--- src/hdl/oss_defs.vh ---
`ifndef OSS_DEFS_VH
`define OSS_DEFS_VH

// Oscillator select field encodings
`define OSS_SEL_FRC        3'h0
`define OSS_SEL_FRC_PLL    3'h1
`define OSS_SEL_PRI        3'h2
`define OSS_SEL_PRI_PLL    3'h3
`define OSS_SEL_RESERVED   3'h4
`define OSS_SEL_LOW_POWER_INTERNAL_RC       3'h5
`define OSS_SEL_FRC_DIV16  3'h6
`define OSS_SEL_FRC_DIVN   3'h7

// Primary oscillator mode field encodings
`define OSS_PRI_EC         2'h0
`define OSS_PRI_XT         2'h1
`define OSS_PRI_HS         2'h2
`define OSS_PRI_OFF        2'h3

// Decoded oscillator modes
`define OSS_MODE_FRC       4'h0
`define OSS_MODE_FRC_DIVN  4'h1
`define OSS_MODE_FRC_DIV16 4'h2
`define OSS_MODE_LOW_POWER_INTERNAL_RC      4'h3
`define OSS_MODE_HS_PLL    4'h4
`define OSS_MODE_XT_PLL    4'h5
`define OSS_MODE_EC_PLL    4'h6
`define OSS_MODE_HS        4'h7
`define OSS_MODE_XT        4'h8
`define OSS_MODE_EC        4'h9
`define OSS_MODE_FRC_PLL   4'ha

// Erased configuration state
`define OSS_ERASED_SEL     3'h7
`define OSS_ERASED_PRI     2'h3
`define OSS_ERASED_PINFN   1'h1

// Register byte offsets
`define OSS_REG_CTRL       4'h0
`define OSS_REG_STATUS     4'h4
`define OSS_REG_PREVIEW    4'h8
`define OSS_REG_TICKS      4'hc

// Control register fields
`define OSS_CTRL_DOZE_EN   0
`define OSS_CTRL_RATIO_LSB 1
`define OSS_CTRL_RATIO_MSB 3
`define OSS_CTRL_RESET     4'h0

// Status register fields
`define OSS_ST_MODE_LSB    0
`define OSS_ST_MODE_MSB    3
`define OSS_ST_PLL         4
`define OSS_ST_DIVN        5
`define OSS_ST_DIV16       6
`define OSS_ST_SAMPLED     7
`define OSS_ST_SEL_LSB     8
`define OSS_ST_SEL_MSB     10
`define OSS_ST_PRI_LSB     11
`define OSS_ST_PRI_MSB     12
`define OSS_ST_PINFN       13
`define OSS_ST_DOZING      14

`endif

--- src/hdl/oss_source_select.v ---
`timescale 1ns/10ps
`include "oss_defs.vh"

module oss_source_select #(
    parameter TICK_W = 32
) (
    input wire i_clk,
    input wire i_nrst,
    input wire [2:0] i_initial_osc_select_cfg,
    input wire [1:0] i_primary_osc_mode_cfg,
    input wire i_second_osc_pin_pin_function_cfg,
    input wire [3:0] i_avs_address,
    input wire i_avs_read,
    input wire i_avs_write,
    input wire [31:0] i_avs_writedata,
    input wire [3:0] i_avs_byteenable,
    output wire [31:0] o_avs_readdata,
    output wire o_avs_waitrequest,
    output wire [3:0] o_osc_mode,
    output wire o_fast_internal_rc_en,
    output wire o_low_power_internal_rc_en,
    output wire o_primary_osc_en,
    output wire o_high_speed_crystal,
    output wire o_standard_crystal,
    output wire o_external_clock_input,
    output wire o_pll_en,
    output wire o_div_n_en,
    output wire o_div16_en,
    output wire o_second_osc_pin_crystal,
    output wire o_second_osc_pin_clkout,
    output wire o_second_osc_pin_gpio,
    output wire o_second_osc_pin_o,
    output wire o_second_osc_pin_oe,
    output wire o_cpu_clock_tick,
    output wire o_peripheral_clock_tick,
    output wire o_config_valid
);

    localparam ST_SAMPLE = 2'b01;
    localparam ST_RUN = 2'b10;
    localparam BUS_IDLE = 2'b01;
    localparam BUS_ACK = 2'b10;

    // Select and mode fields to a decoded oscillator mode
    function [3:0] decode_mode;
        input [2:0] sel;
        input [1:0] pri;
        begin
            case (sel)
                `OSS_SEL_FRC: decode_mode = `OSS_MODE_FRC;
                `OSS_SEL_FRC_PLL: decode_mode = `OSS_MODE_FRC_PLL;
                `OSS_SEL_PRI: begin
                    case (pri)
                        `OSS_PRI_HS: decode_mode = `OSS_MODE_HS;
                        `OSS_PRI_XT: decode_mode = `OSS_MODE_XT;
                        `OSS_PRI_EC: decode_mode = `OSS_MODE_EC;
                        // Primary disabled, stay on a running source
                        default: decode_mode = `OSS_MODE_FRC;
                    endcase
                end
                `OSS_SEL_PRI_PLL: begin
                    case (pri)
                        `OSS_PRI_HS: decode_mode = `OSS_MODE_HS_PLL;
                        `OSS_PRI_XT: decode_mode = `OSS_MODE_XT_PLL;
                        `OSS_PRI_EC: decode_mode = `OSS_MODE_EC_PLL;
                        default: decode_mode = `OSS_MODE_FRC;
                    endcase
                end
                `OSS_SEL_LOW_POWER_INTERNAL_RC: decode_mode = `OSS_MODE_LOW_POWER_INTERNAL_RC;
                `OSS_SEL_FRC_DIV16: decode_mode = `OSS_MODE_FRC_DIV16;
                `OSS_SEL_FRC_DIVN: decode_mode = `OSS_MODE_FRC_DIVN;
                default: decode_mode = `OSS_MODE_FRC;
            endcase
        end
    endfunction

    // Modes that use the PLL
    function uses_pll;
        input [3:0] mode;
        begin
            uses_pll = (mode == `OSS_MODE_HS_PLL) || (mode == `OSS_MODE_XT_PLL) ||
                (mode == `OSS_MODE_EC_PLL) || (mode == `OSS_MODE_FRC_PLL);
        end
    endfunction

    reg [1:0] state_q;
    reg [1:0] state_d;
    reg [2:0] sel_q;
    reg [1:0] pri_q;
    reg pinfn_q;
    reg [3:0] mode_q;
    reg [3:0] ctrl_q;
    reg [6:0] doze_cnt_q;
    reg [6:0] doze_cnt_d;
    reg cpu_tick_q;
    reg periph_tick_q;
    reg pin_o_q;
    reg [TICK_W-1:0] ticks_q;
    reg [1:0] bus_q;
    reg [31:0] rdata_q;
    reg [31:0] rdata_d;

    wire running;
    wire doze_on;
    wire [6:0] doze_limit;
    wire mode_crystal;
    wire mode_ec;
    wire bus_req;
    wire [3:0] live_mode;
    wire [31:0] status_word;

    assign running = state_q[1];
    assign live_mode = decode_mode(i_initial_osc_select_cfg, i_primary_osc_mode_cfg);

    always @* begin
        case (state_q)
            ST_SAMPLE: state_d = ST_RUN;
            ST_RUN: state_d = ST_RUN;
            default: state_d = ST_SAMPLE;
        endcase
    end

    // Reset holds the erased state, so decode matches before sampling
    always @(posedge i_clk or negedge i_nrst) begin
        if (!i_nrst) begin
            state_q <= ST_SAMPLE;
            sel_q <= `OSS_ERASED_SEL;
            pri_q <= `OSS_ERASED_PRI;
            pinfn_q <= `OSS_ERASED_PINFN;
            mode_q <= `OSS_MODE_FRC_DIVN;
        end else begin
            state_q <= state_d;
            if (state_q == ST_SAMPLE) begin
                sel_q <= i_initial_osc_select_cfg;
                pri_q <= i_primary_osc_mode_cfg;
                pinfn_q <= i_second_osc_pin_pin_function_cfg;
                mode_q <= live_mode;
            end
        end
    end

    assign o_osc_mode = mode_q;
    assign o_config_valid = running;

    assign o_div_n_en = (mode_q == `OSS_MODE_FRC_DIVN) || (mode_q == `OSS_MODE_FRC_PLL);
    assign o_div16_en = (mode_q == `OSS_MODE_FRC_DIV16);
    // PLL for primary and fast RC PLL modes
    assign o_pll_en = uses_pll(mode_q);
    // low-power RC only in its own mode
    assign o_low_power_internal_rc_en = (mode_q == `OSS_MODE_LOW_POWER_INTERNAL_RC);
    assign o_fast_internal_rc_en = (mode_q == `OSS_MODE_FRC) || o_div_n_en || o_div16_en;
    assign o_primary_osc_en = (mode_q == `OSS_MODE_HS) || (mode_q == `OSS_MODE_XT) ||
        mode_ec || (mode_q == `OSS_MODE_HS_PLL) || (mode_q == `OSS_MODE_XT_PLL);
    assign o_high_speed_crystal = (mode_q == `OSS_MODE_HS) || (mode_q == `OSS_MODE_HS_PLL);
    assign o_standard_crystal = (mode_q == `OSS_MODE_XT) || (mode_q == `OSS_MODE_XT_PLL);
    assign mode_ec = (mode_q == `OSS_MODE_EC) || (mode_q == `OSS_MODE_EC_PLL);
    assign o_external_clock_input = mode_ec;
    assign mode_crystal = o_high_speed_crystal || o_standard_crystal;

    // pin role from function bit unless crystal
    assign o_second_osc_pin_crystal = mode_crystal;
    assign o_second_osc_pin_clkout = !mode_crystal && !pinfn_q;
    assign o_second_osc_pin_gpio = !mode_crystal && pinfn_q;
    assign o_second_osc_pin_oe = o_second_osc_pin_clkout;
    assign o_second_osc_pin_o = pin_o_q;

    // Doze divides by two to the ratio code
    assign doze_on = ctrl_q[`OSS_CTRL_DOZE_EN] && (ctrl_q[3:1] != 3'h0);
    assign doze_limit = (7'h01 << ctrl_q[3:1]) - 7'h01;

    // only the CPU tick is thinned
    always @* begin
        if (!running || !doze_on || (doze_cnt_q >= doze_limit)) begin
            doze_cnt_d = 7'h00;
        end else begin
            doze_cnt_d = doze_cnt_q + 7'h01;
        end
    end

    always @(posedge i_clk or negedge i_nrst) begin
        if (!i_nrst) begin
            doze_cnt_q <= 7'h00;
            cpu_tick_q <= 1'b0;
            periph_tick_q <= 1'b0;
            pin_o_q <= 1'b0;
            ticks_q <= {TICK_W{1'b0}};
        end else begin
            doze_cnt_q <= doze_cnt_d;
            // equal ticks when doze is off
            periph_tick_q <= running;
            cpu_tick_q <= running && (!doze_on || (doze_cnt_q >= doze_limit));
            // Pin shows CPU clock, halved per tick
            if (cpu_tick_q) begin
                pin_o_q <= !pin_o_q;
            end
            if (cpu_tick_q) begin
                ticks_q <= ticks_q + {{(TICK_W-1){1'b0}}, 1'b1};
            end
        end
    end

    assign o_cpu_clock_tick = cpu_tick_q;
    assign o_peripheral_clock_tick = periph_tick_q;

    // One wait cycle lets read data come from a flip-flop
    assign bus_req = i_avs_read || i_avs_write;
    assign o_avs_waitrequest = bus_req && !bus_q[1];
    assign o_avs_readdata = rdata_q;

    assign status_word = {17'h0, doze_on, pinfn_q, pri_q, sel_q, running,
        o_div16_en, o_div_n_en, o_pll_en, mode_q};

    always @* begin
        case (i_avs_address)
            `OSS_REG_CTRL: rdata_d = {28'h0, ctrl_q};
            `OSS_REG_STATUS: rdata_d = status_word;
            `OSS_REG_PREVIEW: rdata_d = {24'h0, uses_pll(live_mode), i_second_osc_pin_pin_function_cfg,
                i_primary_osc_mode_cfg, i_initial_osc_select_cfg, live_mode[0]};
            `OSS_REG_TICKS: rdata_d = ticks_q[31:0];
            // Unmapped reads return zero
            default: rdata_d = 32'h0;
        endcase
    end

    always @(posedge i_clk or negedge i_nrst) begin
        if (!i_nrst) begin
            bus_q <= BUS_IDLE;
            rdata_q <= 32'h0;
            ctrl_q <= `OSS_CTRL_RESET;
        end else begin
            case (bus_q)
                BUS_IDLE: begin
                    if (bus_req) begin
                        bus_q <= BUS_ACK;
                        rdata_q <= rdata_d;
                    end
                end
                BUS_ACK: begin
                    bus_q <= BUS_IDLE;
                    // Write lands on the accepting edge
                    if (i_avs_write && (i_avs_address == `OSS_REG_CTRL) &&
                        i_avs_byteenable[0]) begin
                        ctrl_q <= i_avs_writedata[3:0];
                    end
                end
                default: bus_q <= BUS_IDLE;
            endcase
        end
    end

endmodule
--- config.mk ---
export PLATFORM = sky130hd
export DESIGN_NAME = oss_source_select
export DESIGN_NICKNAME = d
export VERILOG_FILES = /design/src/hdl/oss_source_select.v
export VERILOG_INCLUDE_DIRS = /design/src /design/src/hdl
export SDC_FILE = /design/constraint.sdc
export NUM_CORES = 1
export LEC_CHECK = 0
export CORE_MARGIN = 2
export CORE_UTILIZATION = 45
export DETAILED_ROUTE_END_ITERATION = 6
export DONT_BUFFER_PORTS = 1
export PLACE_DENSITY = 0.72
export SYNTH_ARGS = -nofsm -noshare
export SYNTH_HDL_FRONTEND = slang
export SYNTH_SLANG_ARGS = --single-unit
--- constraint.sdc ---
create_clock -name i_clk -period 3.8 [get_ports i_clk]
set_input_delay 0.76 -clock i_clk [delete_from_list [all_inputs] [get_ports i_clk]]
set_output_delay 0.76 -clock i_clk [all_outputs]
set_load 0.01 [all_outputs]
==> results of run 1 <==
[power groups by stage]
stage / logic (mW) / clock network, mW / registers [mW]
finish: 0.335 / 0.627 / 1.21
global route: 0.378 / 0.687 / 1.22
CTS: 0.335 / 0.645 / 1.20
detailed placement: 0.334 / 0 / 1.22
global placement: 0.320 / 0 / 1.22
floorplan: 0.292 / 0 / 1.17
[worst max-delay path: stages (launching register included)]
cell	delay, ps
dfrtp_1	480
or3_1	440
ha_1	300
nor3_1	160
a21oi_1	70
o21a_1	180
ha_1	270
o2111ai_1	130
o211ai_1	460
nor2_1	100
[per-layer routing]
metal / share of wire / wire (um) / vias to the layer above / GRT usage
met1: 0.46 / 4150 / 1457 / 0.250
met2: 0.45 / 4130 / 92 / 0.276
met5: 0 / 0 / - / 0
met3: 0.079 / 718 / 12 / 0.0565
met4: 0.012 / 113 / 0 / 0.0496
li1: - / - / 1404 / -
[registers in the layout (all words and copies together), names as in the netlist, 2 cells and up]
signal	cells
bus_q	2
ctrl_q	4
doze_cnt_q	7
o_avs_readdata	32
o_osc_mode	4
pri_q	2
sel_q	3
state_q	2
ticks_q	32
[cells by family (layout without fill, tap and decap cells)]
family / Yosys count / after routing / share of synthesized area
simple gates: 130 / 130 / 0.158
flops: 92 / 92 / 0.523
compound gates: 77 / 77 / 0.121
xor+xnor: 40 / 40 / 0.0791
buf+inv: 35 / 30 / 0.0325
mux: 19 / 19 / 0.0562
fa+ha+maj: 11 / 11 / 0.0311
[through the flow]
stage	area, sq um	hold slack (ps)	cells
CTS	4700	61.7	532
floorplan	4430	446	404
global route	4700	52.6	532
global placement	4510	467	516
finish	4700	82.0	532
detailed placement	4510	467	516
[final timing paths]
check                      depth (start not counted)            endpoint  slack (ps)
max                                                9       doze_cnt_q[6]        1100
min                                                0  o_avs_readdata[23]          80
max reg2reg                                        9       doze_cnt_q[6]        1100
min reg2reg                                        1       doze_cnt_q[0]         480
max in group asynchronous                          0       o_osc_mode[0]        3510
min in group i_clk                                 1       doze_cnt_q[0]         480
[cells in the mapped netlist, types with 2 or more instances]
master    instances
nor2_1           31
and4_4            2
nand4_1           7
nor3_1            8
nand2_1          39
xor2_1           16
ha_1             11
dfrtp_1          83
mux4_2            2
nor3b_1           2
a22o_1           21
xnor2_1          24
o21a_1            2
mux2i_1           2
mux2_2           14
buf_4             2
a21oi_1          11
and2_1            2
and3_1            6
o31ai_1           2
nor4_4            2
buf_2             3
dfstp_2           9
and4_1            3
nand3_1          11
o211ai_1          3
nor2b_1           5
a22oi_1          12
nand2b_1          3
clkbuf_1         17
inv_1            11
o21ai_0          19
[area by class of cell]
type	instances	area, sq um
Sequential cell	92	2310
Tap cell	133	166
Inverter	11	41.3
Multi-Input combinational cell	277	1970
Timing Repair Buffer	3	22.5
Clock inverter	7	67.6
Fill cell	890	4930
Clock buffer	9	124
[cell usage in the layout (no fill, tap or decap), types with 9 or more instances in the layout]
cell      instances
dfrtp_1          83
nand2_1          39
nor2_1           31
xnor2_1          24
a22o_1           21
o21ai_0          19
xor2_1           16
mux2_2           14
a22oi_1          12
inv_1            11
a21oi_1          11
nand3_1          11
ha_1             11
dfstp_2           9
clkbuf_8          9
==> run summary, run 1 <==
Status: finished, final reports clean
DR vias: 2965
Yosys top cell area share: 0.469
Pin count of the biggest net entering global routing: 93
First-pass GRT wire length: 14.8 mm
Routed vias/inst: 5.57
Peak supply drop: 244 uV
Peak Freq: 370 MHz
Post-cts sizing count: 0
Average wire per standard cell: 17.1 um
Sw frac: 0.319
RSZ-0062 raised after global routing: no
Synth-to-Final Area Change: 6.27%
Post-DP HPWL: 6.70 mm
Initial antenna violation count: 0
Post-CTS Setup Repair Bufs: 0
Worst-skew pair later-pin latency: 360 ps
Critical Path AT: 2940 ps
Clock skew: 7.66 ps
MaxCap Viol Count: 0
Core area: 0.00964 sq mm
Final setup fails: 0
Sw power: 691 uW
Drt first-iter violations: 134
Dpl ws: 1120 ps
Clock root buffer: clkbuf_8
Area contributors post-synth: dfrtp_1 47%, dfstp_2 5.3%, xnor2_1 4.7%
Layout cells sized above 1: 0.138
Ys flop type: dfrtp_1
Starting density of the core: 0.459
Slew Limit Headroom: 0.549
Seq pwr share: 0.557
Netlist Area Pre-Place: 0.00443 sq mm
Number of flops mapped to enable cells by yosys: 0
Pwr Density: 461 mW/mm^2
Hold WC Path Type: primary input to asynchronous set/reset pin
Tot Pwr: 2.17 mW
Vias in the first global route: 2840
CTS buffer count: 9
Die Area: 0.0106 sq mm
Internal Power: 1.48 mW
Final wirelength: 9.12 mm
Residual DRC count: 0
CP Launch Type: register
Cells after Synth: 404
Final setup margin: 1100 ps
Final min period: 2700 ps
Final period util: 0.711
Final core occ: 0.488
CTS sink cnt: 92
Comb pwr share: 0.154
Max-slew violation count: 0
Yosys warns: 0
Leading area contributor after synthesis: dfrtp_1
Routability Congestion: 0.803
Clk pwr share: 0.289
Synth cell types: 51
Num rows: 36
Total grt overflow: 0
Final Net Count: 455
CP Launch Point: ctrl_q[3]
Die Y: 103 um
Sequential element share of the synthesized area: 0.523
Hold buffer count at CTS: 0
Worst-Margin Slew: 675 ps
Port bufs: 0
CTS tree: done
Setup TNS: 0 ps
CP max FO: 9
Synth Register Bits: 92
Async set-reset flop share out of synthesis: 1.00
Gr usage total: 0.180
Static leakage: 2.11 nW
Antenna Violating Nets Remaining: 0
Avg Cell Area, Syn: 11.0 sq um
Antenna Cells: 0
Setup Crit Path Kind: register to register
Net Count, Synth: 465
CTS clk-pin slew, worst paths: 100 ps
RR Startpoint: ctrl_q[3]
Longest Clk Path Bufs: 2
Final hold vios: 0
Die width: 103 um
Io pins: 104
H-tree Lvls: 3
Crit path required time: 4030 ps
DRT Pass-1 Iters: 4
Element type at the critical path end: register
No activity file was read; power rests on OpenSTA's default activity.
==> inputs of run 2 (changes only) <==
- ABC_AREA: default -> 1
- PLACE_DENSITY: 0.72 -> 0.74
- clock period: 3.8 -> 2.4 ns (I/O delays scaled with it)
==> run 2 against run 1 <==
The run now ends with negative hold slack left. Clock power grew 120%. Global-route usage grew 3.2 points. Die area grew 10%. Wire length grew 27%. Critical endpoint is now doze_cnt_q[5].
==> run summary, run 2 <==
Status: finished with violations (was finished, final reports clean)
Failing checks: negative hold slack
Element type at the critical path end: register (unchanged)
CTS sink cnt: 92 (unchanged)
Average wire per standard cell: 14.4 um (was 17.1 um)
Setup TNS: 0 ps (unchanged)
Ys flop type: dfrtp_1 (unchanged)
Most common cell after layout, fill and taps aside: nand2_1 (was dfrtp_1)
Final period util: 0.944 (was 0.711)
Final Net Count: 721 (was 455)
Number of flops mapped to enable cells by yosys: 0 (unchanged)
Crit path required time: 2690 ps (was 4030 ps)
Static leakage: 2.59 nW (was 2.11 nW)
Most frequent cell after synthesis: nand2_1 (was dfrtp_1)
Routed vias/inst: 5.14 (was 5.57)
Leading area contributor after synthesis: dfrtp_1 (unchanged)
Net Count, Synth: 715 (was 465)
Residual DRC count: 0 (unchanged)
Post-DP HPWL: 8.64 mm (was 6.70 mm)
Netlist Area Pre-Place: 0.00491 sq mm (was 0.00443 sq mm)
Die Area: 0.0118 sq mm (was 0.0106 sq mm)
RSZ-0062 raised after global routing: yes (was no)
Core area: 0.0107 sq mm (was 0.00964 sq mm)
Cells after Synth: 654 (was 404)
Post-route insts no fill: 805 (was 532)
Antenna Violating Nets Remaining: 0 (unchanged)
Async set-reset flop share out of synthesis: 1.00 (unchanged)
First-pass GRT wire length: 19.4 mm (was 14.8 mm)
MaxCap Viol Count: 0 (unchanged)
Final setup margin: 136 ps (was 1100 ps)
Layout cells sized above 1: 0.0797 (was 0.138)
CP max FO: 8 (was 9)
Routability Congestion: 0.882 (was 0.803)
Port bufs: 0 (unchanged)
Area contributors post-synth: dfrtp_1 42%, nand2_1 18%, nor2_1 5.7% (was dfrtp_1 47%, dfstp_2 5.3%, xnor2_1 4.7%)
Yosys top cell area share: 0.423 (was 0.469)
Avg Cell Area, Syn: 7.51 sq um (was 11.0 sq um)
CP Depth: 10 (was 9)
Io pins: 104 (unchanged)
DRT Pass-1 Iters: 5 (was 4)
Critical path buffer and inverter count: 1 (was 0)
Synth cell types: 31 (was 51)
Sequential element share of the synthesized area: 0.471 (was 0.523)
Die width: 108 um (was 103 um)
Worst-Margin Slew: 625 ps (was 675 ps)
Clock skew: 16.0 ps (was 7.66 ps)
Gr usage total: 0.212 (was 0.180)
Num rows: 38 (was 36)
Slew Limit Headroom: 0.583 (was 0.549)
R2R depth: 10 (was 9)
Final wirelength: 11.6 mm (was 9.12 mm)
Vias in the first global route: 4140 (was 2840)
Peak Freq: 442 MHz (was 370 MHz)
Final hold slack: -215 ps (was 82.0 ps)
Synth-to-Final Area Change: 9.91% (was 6.27%)
Max-slew violation count: 0 (unchanged)
Pwr Density: 759 mW/mm^2 (was 461 mW/mm^2)
Final min period: 2260 ps (was 2700 ps)
CP Launch Type: register (unchanged)
Worst-skew pair later-pin latency: 380 ps (was 360 ps)
DR vias: 4139 (was 2965)
Post-synth top cells: 230 x nand2_1, 83 x dfrtp_1, 75 x nor2_1 (was 83 x dfrtp_1, 39 x nand2_1, 31 x nor2_1)
CTS buffer count: 9 (unchanged)
Starting density of the core: 0.457 (was 0.459)
Antenna Cells: 0 (unchanged)
Final hold vios: 92 (was 0)
Drt first-iter violations: 296 (was 134)
H-tree Lvls: 3 (unchanged)
Crit-path slowest cell: dfrtp_2 (was dfrtp_1)
CP max stage delay: 460 ps (was 480 ps)
Critical Path AT: 2560 ps (was 2940 ps)
Hold WC Path Type: primary input to asynchronous set/reset pin (unchanged)
Most frequent cells in the layout: 230 x nand2_1, 82 x dfrtp_1, 74 x nor2_1 (was 83 x dfrtp_1, 39 x nand2_1, 31 x nor2_1)
Total grt overflow: 0 (unchanged)
Longest Clk Path Bufs: 2 (unchanged)
Dpl ws: -51.1 ps (was 1120 ps)
CTS tree: done (unchanged)
Die Y: 108 um (was 103 um)
Tot Pwr: 4.09 mW (was 2.17 mW)
Yosys warns: 0 (unchanged)
Peak supply drop: 323 uV (was 244 uV)
Initial antenna violation count: 0 (unchanged)
Final core occ: 0.502 (was 0.488)
Clock root buffer: clkbuf_8 (unchanged)
Synth Register Bits: 92 (unchanged)
Kind of cell adding the most delay to the critical path: simple AND/OR/NAND/NOR gates (was compound AO/OA/AOI/OAI gates)
Placed cells: 788 (was 516)
Worst path cell trace: inv_2 -> nand3_1 -> ha_4 -> nor3_2 -> o22ai_1 -> ha_1 -> a21o_1 -> nor2_1 -> nand3_2 -> nor3_1 (was or3_1 -> ha_1 -> nor3_1 -> a21oi_1 -> o21a_1 -> ha_1 -> o2111ai_1 -> o211ai_1 -> nor2_1)
Pin count of the biggest net entering global routing: 93 (unchanged)
Final setup fails: 0 (unchanged)
CTS clk-pin slew, worst paths: 100 ps (about the same)
Setup Crit Path Kind: register to register (unchanged)
==> run 2: through the flow <==
stage / hold slack [ps] / area [sq um]
floorplan: 184 / 4910
global placement: 186 / 5080
detailed placement: 189 / 5080
CTS: -229 / 5360
global route: -236 / 5400
finish: -215 / 5400
==> run 2: cell families after synthesis <==
| group | Yosys count | share of synthesized area |
|---|---|---|
| compound gates | 68 | 0.0742 |
| xor+xnor | 23 | 0.0410 |
| fa+ha+maj | 11 | 0.0280 |
| buf+inv | 87 | 0.0698 |
| flops | 92 | 0.471 |
| simple gates | 373 | 0.316 |
==> run 2: final cells by class <==
cell class                 instances  area [sq um]
clock inverter                     7           145
sequential                        92          2310
timing repair buffer               8          72.6
fill                            1059          5350
clock buffer                       9           124
inverter                          74           278
tap                              140           175
multi-input combinational        475          2290
==> run 2: power by group <==
group	switching, mW	leakage, nW	internal [mW]
Sequential	0.191	1.20	1.73
Clock	0.609	0.130	0.805
Combinational	0.487	1.26	0.276
Total	1.29	2.59	2.81
==> run 2: final timing paths <==
kind	start	endpoint	slack, ps
max	ctrl_q[3]	doze_cnt_q[5]	140
max reg2reg	ctrl_q[3]	doze_cnt_q[5]	140
min reg2reg	state_q[1]	o_peripheral_clock_tick	490
min	i_nrst	ticks_q[27]	-220
max in group asynchronous	i_nrst	sel_q[0]	2410
min in group i_clk	i_second_osc_pin_pin_function_cfg	pinfn_q	210
==> run 2: timing repair <==
action,4_1_cts,5_1_grt
gates resized for setup,2,8
endpoints found under the hold margin,92,92
pin swaps,1,2
buffers inserted,0,1
endpoints found under the setup margin,8,10
==> run 2: per-layer routing <==
layer	vias up	share of wire	GRT usage	wire length, um
met5	-	0	0	0
met4	0	0.020	0.0678	227
met3	21	0.070	0.0549	813
met2	118	0.46	0.347	5340
met1	1925	0.45	0.276	5190
li1	2075	-	-	-
==> inputs of run 3 (changes only) <==
- ABC_CLOCK_PERIOD_IN_PS: default -> 2400
- BUFFER_PORTS_ARGS: default -> -buffer_cell sky130_fd_sc_hd__buf_2
- CORE_ASPECT_RATIO: default -> 0.7
- DONT_BUFFER_PORTS: 1 -> default
- PLACE_DENSITY: 0.74 -> 0.82
==> run 3 against run 2 <==
The run now ends clean. Fmax is 0.30% higher. Power increased by 4.8%. First-iteration DRC count up 41%. Clock power up 4%. Die area is 0.11% higher. Largest power group unchanged. Wire length rose by 3.1%. Register-to-register slack barely moved. Critical path depth did not move. Final cell count rose by 8.3%. Flip-flop and latch count stayed put.
==> run summary, run 3 (same netlist as run 2, synthesis figures left out) <==
Status: finished, final reports clean (was finished with violations)
H-tree Lvls: 3 (unchanged)
Crit path required time: 2660 ps (was 2690 ps)
Routed vias/inst: 5.14 (about the same)
Initial antenna violation count: 0 (unchanged)
Clock skew: 10.2 ps (was 16.0 ps)
DRT Pass-1 Iters: 5 (unchanged)
Worst-skew pair later-pin latency: 350 ps (was 380 ps)
Layout cells sized above 1: 0.172 (was 0.0797)
Die Area: 0.0118 sq mm (about the same)
Most common cell after layout, fill and taps aside: nand2_1 (unchanged)
Final period util: 0.941 (was 0.944)
CTS buffer count: 9 (unchanged)
CP Launch Type: register (unchanged)
Peak supply drop: 560 uV (was 323 uV)
CP max FO: 8 (unchanged)
DR vias: 4485 (was 4139)
Residual DRC count: 0 (unchanged)
Hold WC Path Type: primary input to asynchronous set/reset pin (unchanged)
Antenna Violating Nets Remaining: 0 (unchanged)
Sw frac: 0.320 (was 0.314)
Drt first-iter violations: 418 (was 296)
Num rows: 31 (was 38)
Final Net Count: 796 (was 721)
CP Launch Point: ctrl_q[2] (was ctrl_q[3])
Slew Limit Headroom: 0.528 (was 0.583)
Synth-to-Final Area Change: 18.7% (was 9.91%)
Most frequent cells in the layout: 230 x nand2_1, 83 x dfrtp_1, 74 x nor2_1 (was 230 x nand2_1, 82 x dfrtp_1, 74 x nor2_1)
R2R depth: 10 (unchanged)
Final setup margin: 142 ps (was 136 ps)
Seq pwr share: 0.439 (was 0.469)
Final wirelength: 11.9 mm (was 11.6 mm)
Internal Power: 2.92 mW (was 2.81 mW)
Critical Path AT: 2520 ps (was 2560 ps)
Post-route insts no fill: 872 (was 805)
Comb pwr share: 0.219 (was 0.186)
CTS sink cnt: 92 (unchanged)
Peak Freq: 443 MHz (was 442 MHz)
Setup Crit Path Kind: register to register (unchanged)
Sw power: 1.37 mW (was 1.29 mW)
Die Y: 91.4 um (was 108 um)
Vias in the first global route: 4131 (was 4140)
Placed cells: 856 (was 788)
Critical Path Sink: doze_cnt_q[5] (unchanged)
Gr usage total: 0.217 (was 0.212)
Post-DP HPWL: 8.92 mm (was 8.64 mm)
Routability Congestion: 0.946 (was 0.882)
Clk pwr share: 0.343 (was 0.345)
Post-placement cell area: 0.00548 sq mm (was 0.00508 sq mm)
Static leakage: 2.98 nW (was 2.59 nW)
Clock root buffer: clkbuf_16 (was clkbuf_8)
First-pass GRT wire length: 20.2 mm (was 19.4 mm)
Antenna Cells: 0 (unchanged)
Final min period: 2260 ps (about the same)
Final hold vios: 0 (was 92)
Pwr Density: 736 mW/mm^2 (was 759 mW/mm^2)
Longest Clk Path Bufs: 2 (unchanged)
CTS clk-pin slew, worst paths: 70 ps (was 100 ps)
Fill cells: 986 (was 1059)
Post-CTS Setup Repair Bufs: 0 (unchanged)
Io pins: 104 (unchanged)
Max-slew violation count: 0 (unchanged)
Final hold slack: 98.0 ps (was -215 ps)
Hold buffer count at CTS: 0
Total grt overflow: 0 (unchanged)
Port bufs: 72 (was 0)
MaxCap Viol Count: 0 (unchanged)
Final setup fails: 0 (unchanged)
Dpl ws: -5.67 ps (was -51.1 ps)
RR Startpoint: ctrl_q[2] (was ctrl_q[3])
Average wire per standard cell: 13.7 um (was 14.4 um)
Element type at the critical path end: register (unchanged)
Pin count of the biggest net entering global routing: 40 (was 93)
Core area: 0.0105 sq mm (was 0.0107 sq mm)
Starting density of the core: 0.469 (was 0.457)
Die width: 129 um (was 108 um)
Worst-Margin Slew: 707 ps (was 625 ps)
Cell area after layout: 0.00583 sq mm (was 0.00540 sq mm)
CTS tree: done (unchanged)
R2r endpoint: doze_cnt_q[5] (unchanged)
R2r setup slk: 140 ps (about the same)
Setup TNS: 0 ps (unchanged)
[run 3: cell count changes in the layout (fill, tap and decap cells not counted), moves of 2 or more]
cell	delta
clkinv_4	+2
buf_4	+3
clkbuf_16	+9
buf_2	+71
bufinv_16	-3
clkbuf_8	-8
[run 3: repair_timing]
item / in CTS / in global routing
pin swaps: 0 / 1
gates resized for setup: 1 / 8
endpoints found under the setup margin: 4 / 8
[run 3: per-stage QoR]
step                       util  total power, mW
after floorplan               -             2.46
after global placement    0.523             2.79
after detailed placement  0.523             2.82
after CTS                 0.553             4.30
after global routing      0.556             4.52
final                     0.556             4.29
[run 3: power by group through the flow]
| stage | logic, mW | registers [mW] | clock network [mW] |
|---|---|---|---|
| after global routing | 1.07 | 1.91 | 1.55 |
| after detailed placement | 0.913 | 1.91 | 0 |
| after CTS | 0.924 | 1.88 | 1.49 |
| after global placement | 0.886 | 1.90 | 0 |
| final | 0.939 | 1.88 | 1.47 |
| after floorplan | 0.557 | 1.90 | 0 |
[run 3: worst min-delay path by stage]
stage	endpoint	cells after the start	start
floorplan	bus_q[1]	0	i_nrst
global placement	o_peripheral_clock_tick	0	state_q[1]
detailed placement	o_peripheral_clock_tick	0	state_q[1]
CTS	o_avs_readdata[6]	1	i_nrst
global route	o_avs_readdata[7]	1	i_nrst
finish	o_avs_readdata[6]	1	i_nrst
[run 3: worst max-delay path, cell delays in order, from the launching register on]
cell and delay, ps:
dfrtp_1 380, inv_1 110, nand3_1 130, ha_2 240
nor3_1 180, o22ai_1 110, ha_1 310, a21o_1 210
nor2_2 170, nand3_4 150, nor3_1 200
[run 3: layout make-up]
cell class	instances	area, sq um	share of cell area
Timing Repair Buffer	83	470	0.0807
Inverter	74	278	0.0477
Sequential cell	92	2310	0.397
Tap cell	132	165	0.0283
Multi-Input combinational cell	475	2290	0.393
Clock buffer	10	239	0.0410
Clock inverter	6	71.3	0.0122
[run 3: layer usage]
metal,GRT usage,routed length [um],vias up,share of wire
met5,0,0,-,0
met4,0.0553,116,0,0.0097
met3,0.0471,830,14,0.070
met2,0.304,5050,144,0.42
met1,0.337,5930,2095,0.50
li1,-,-,2232,-
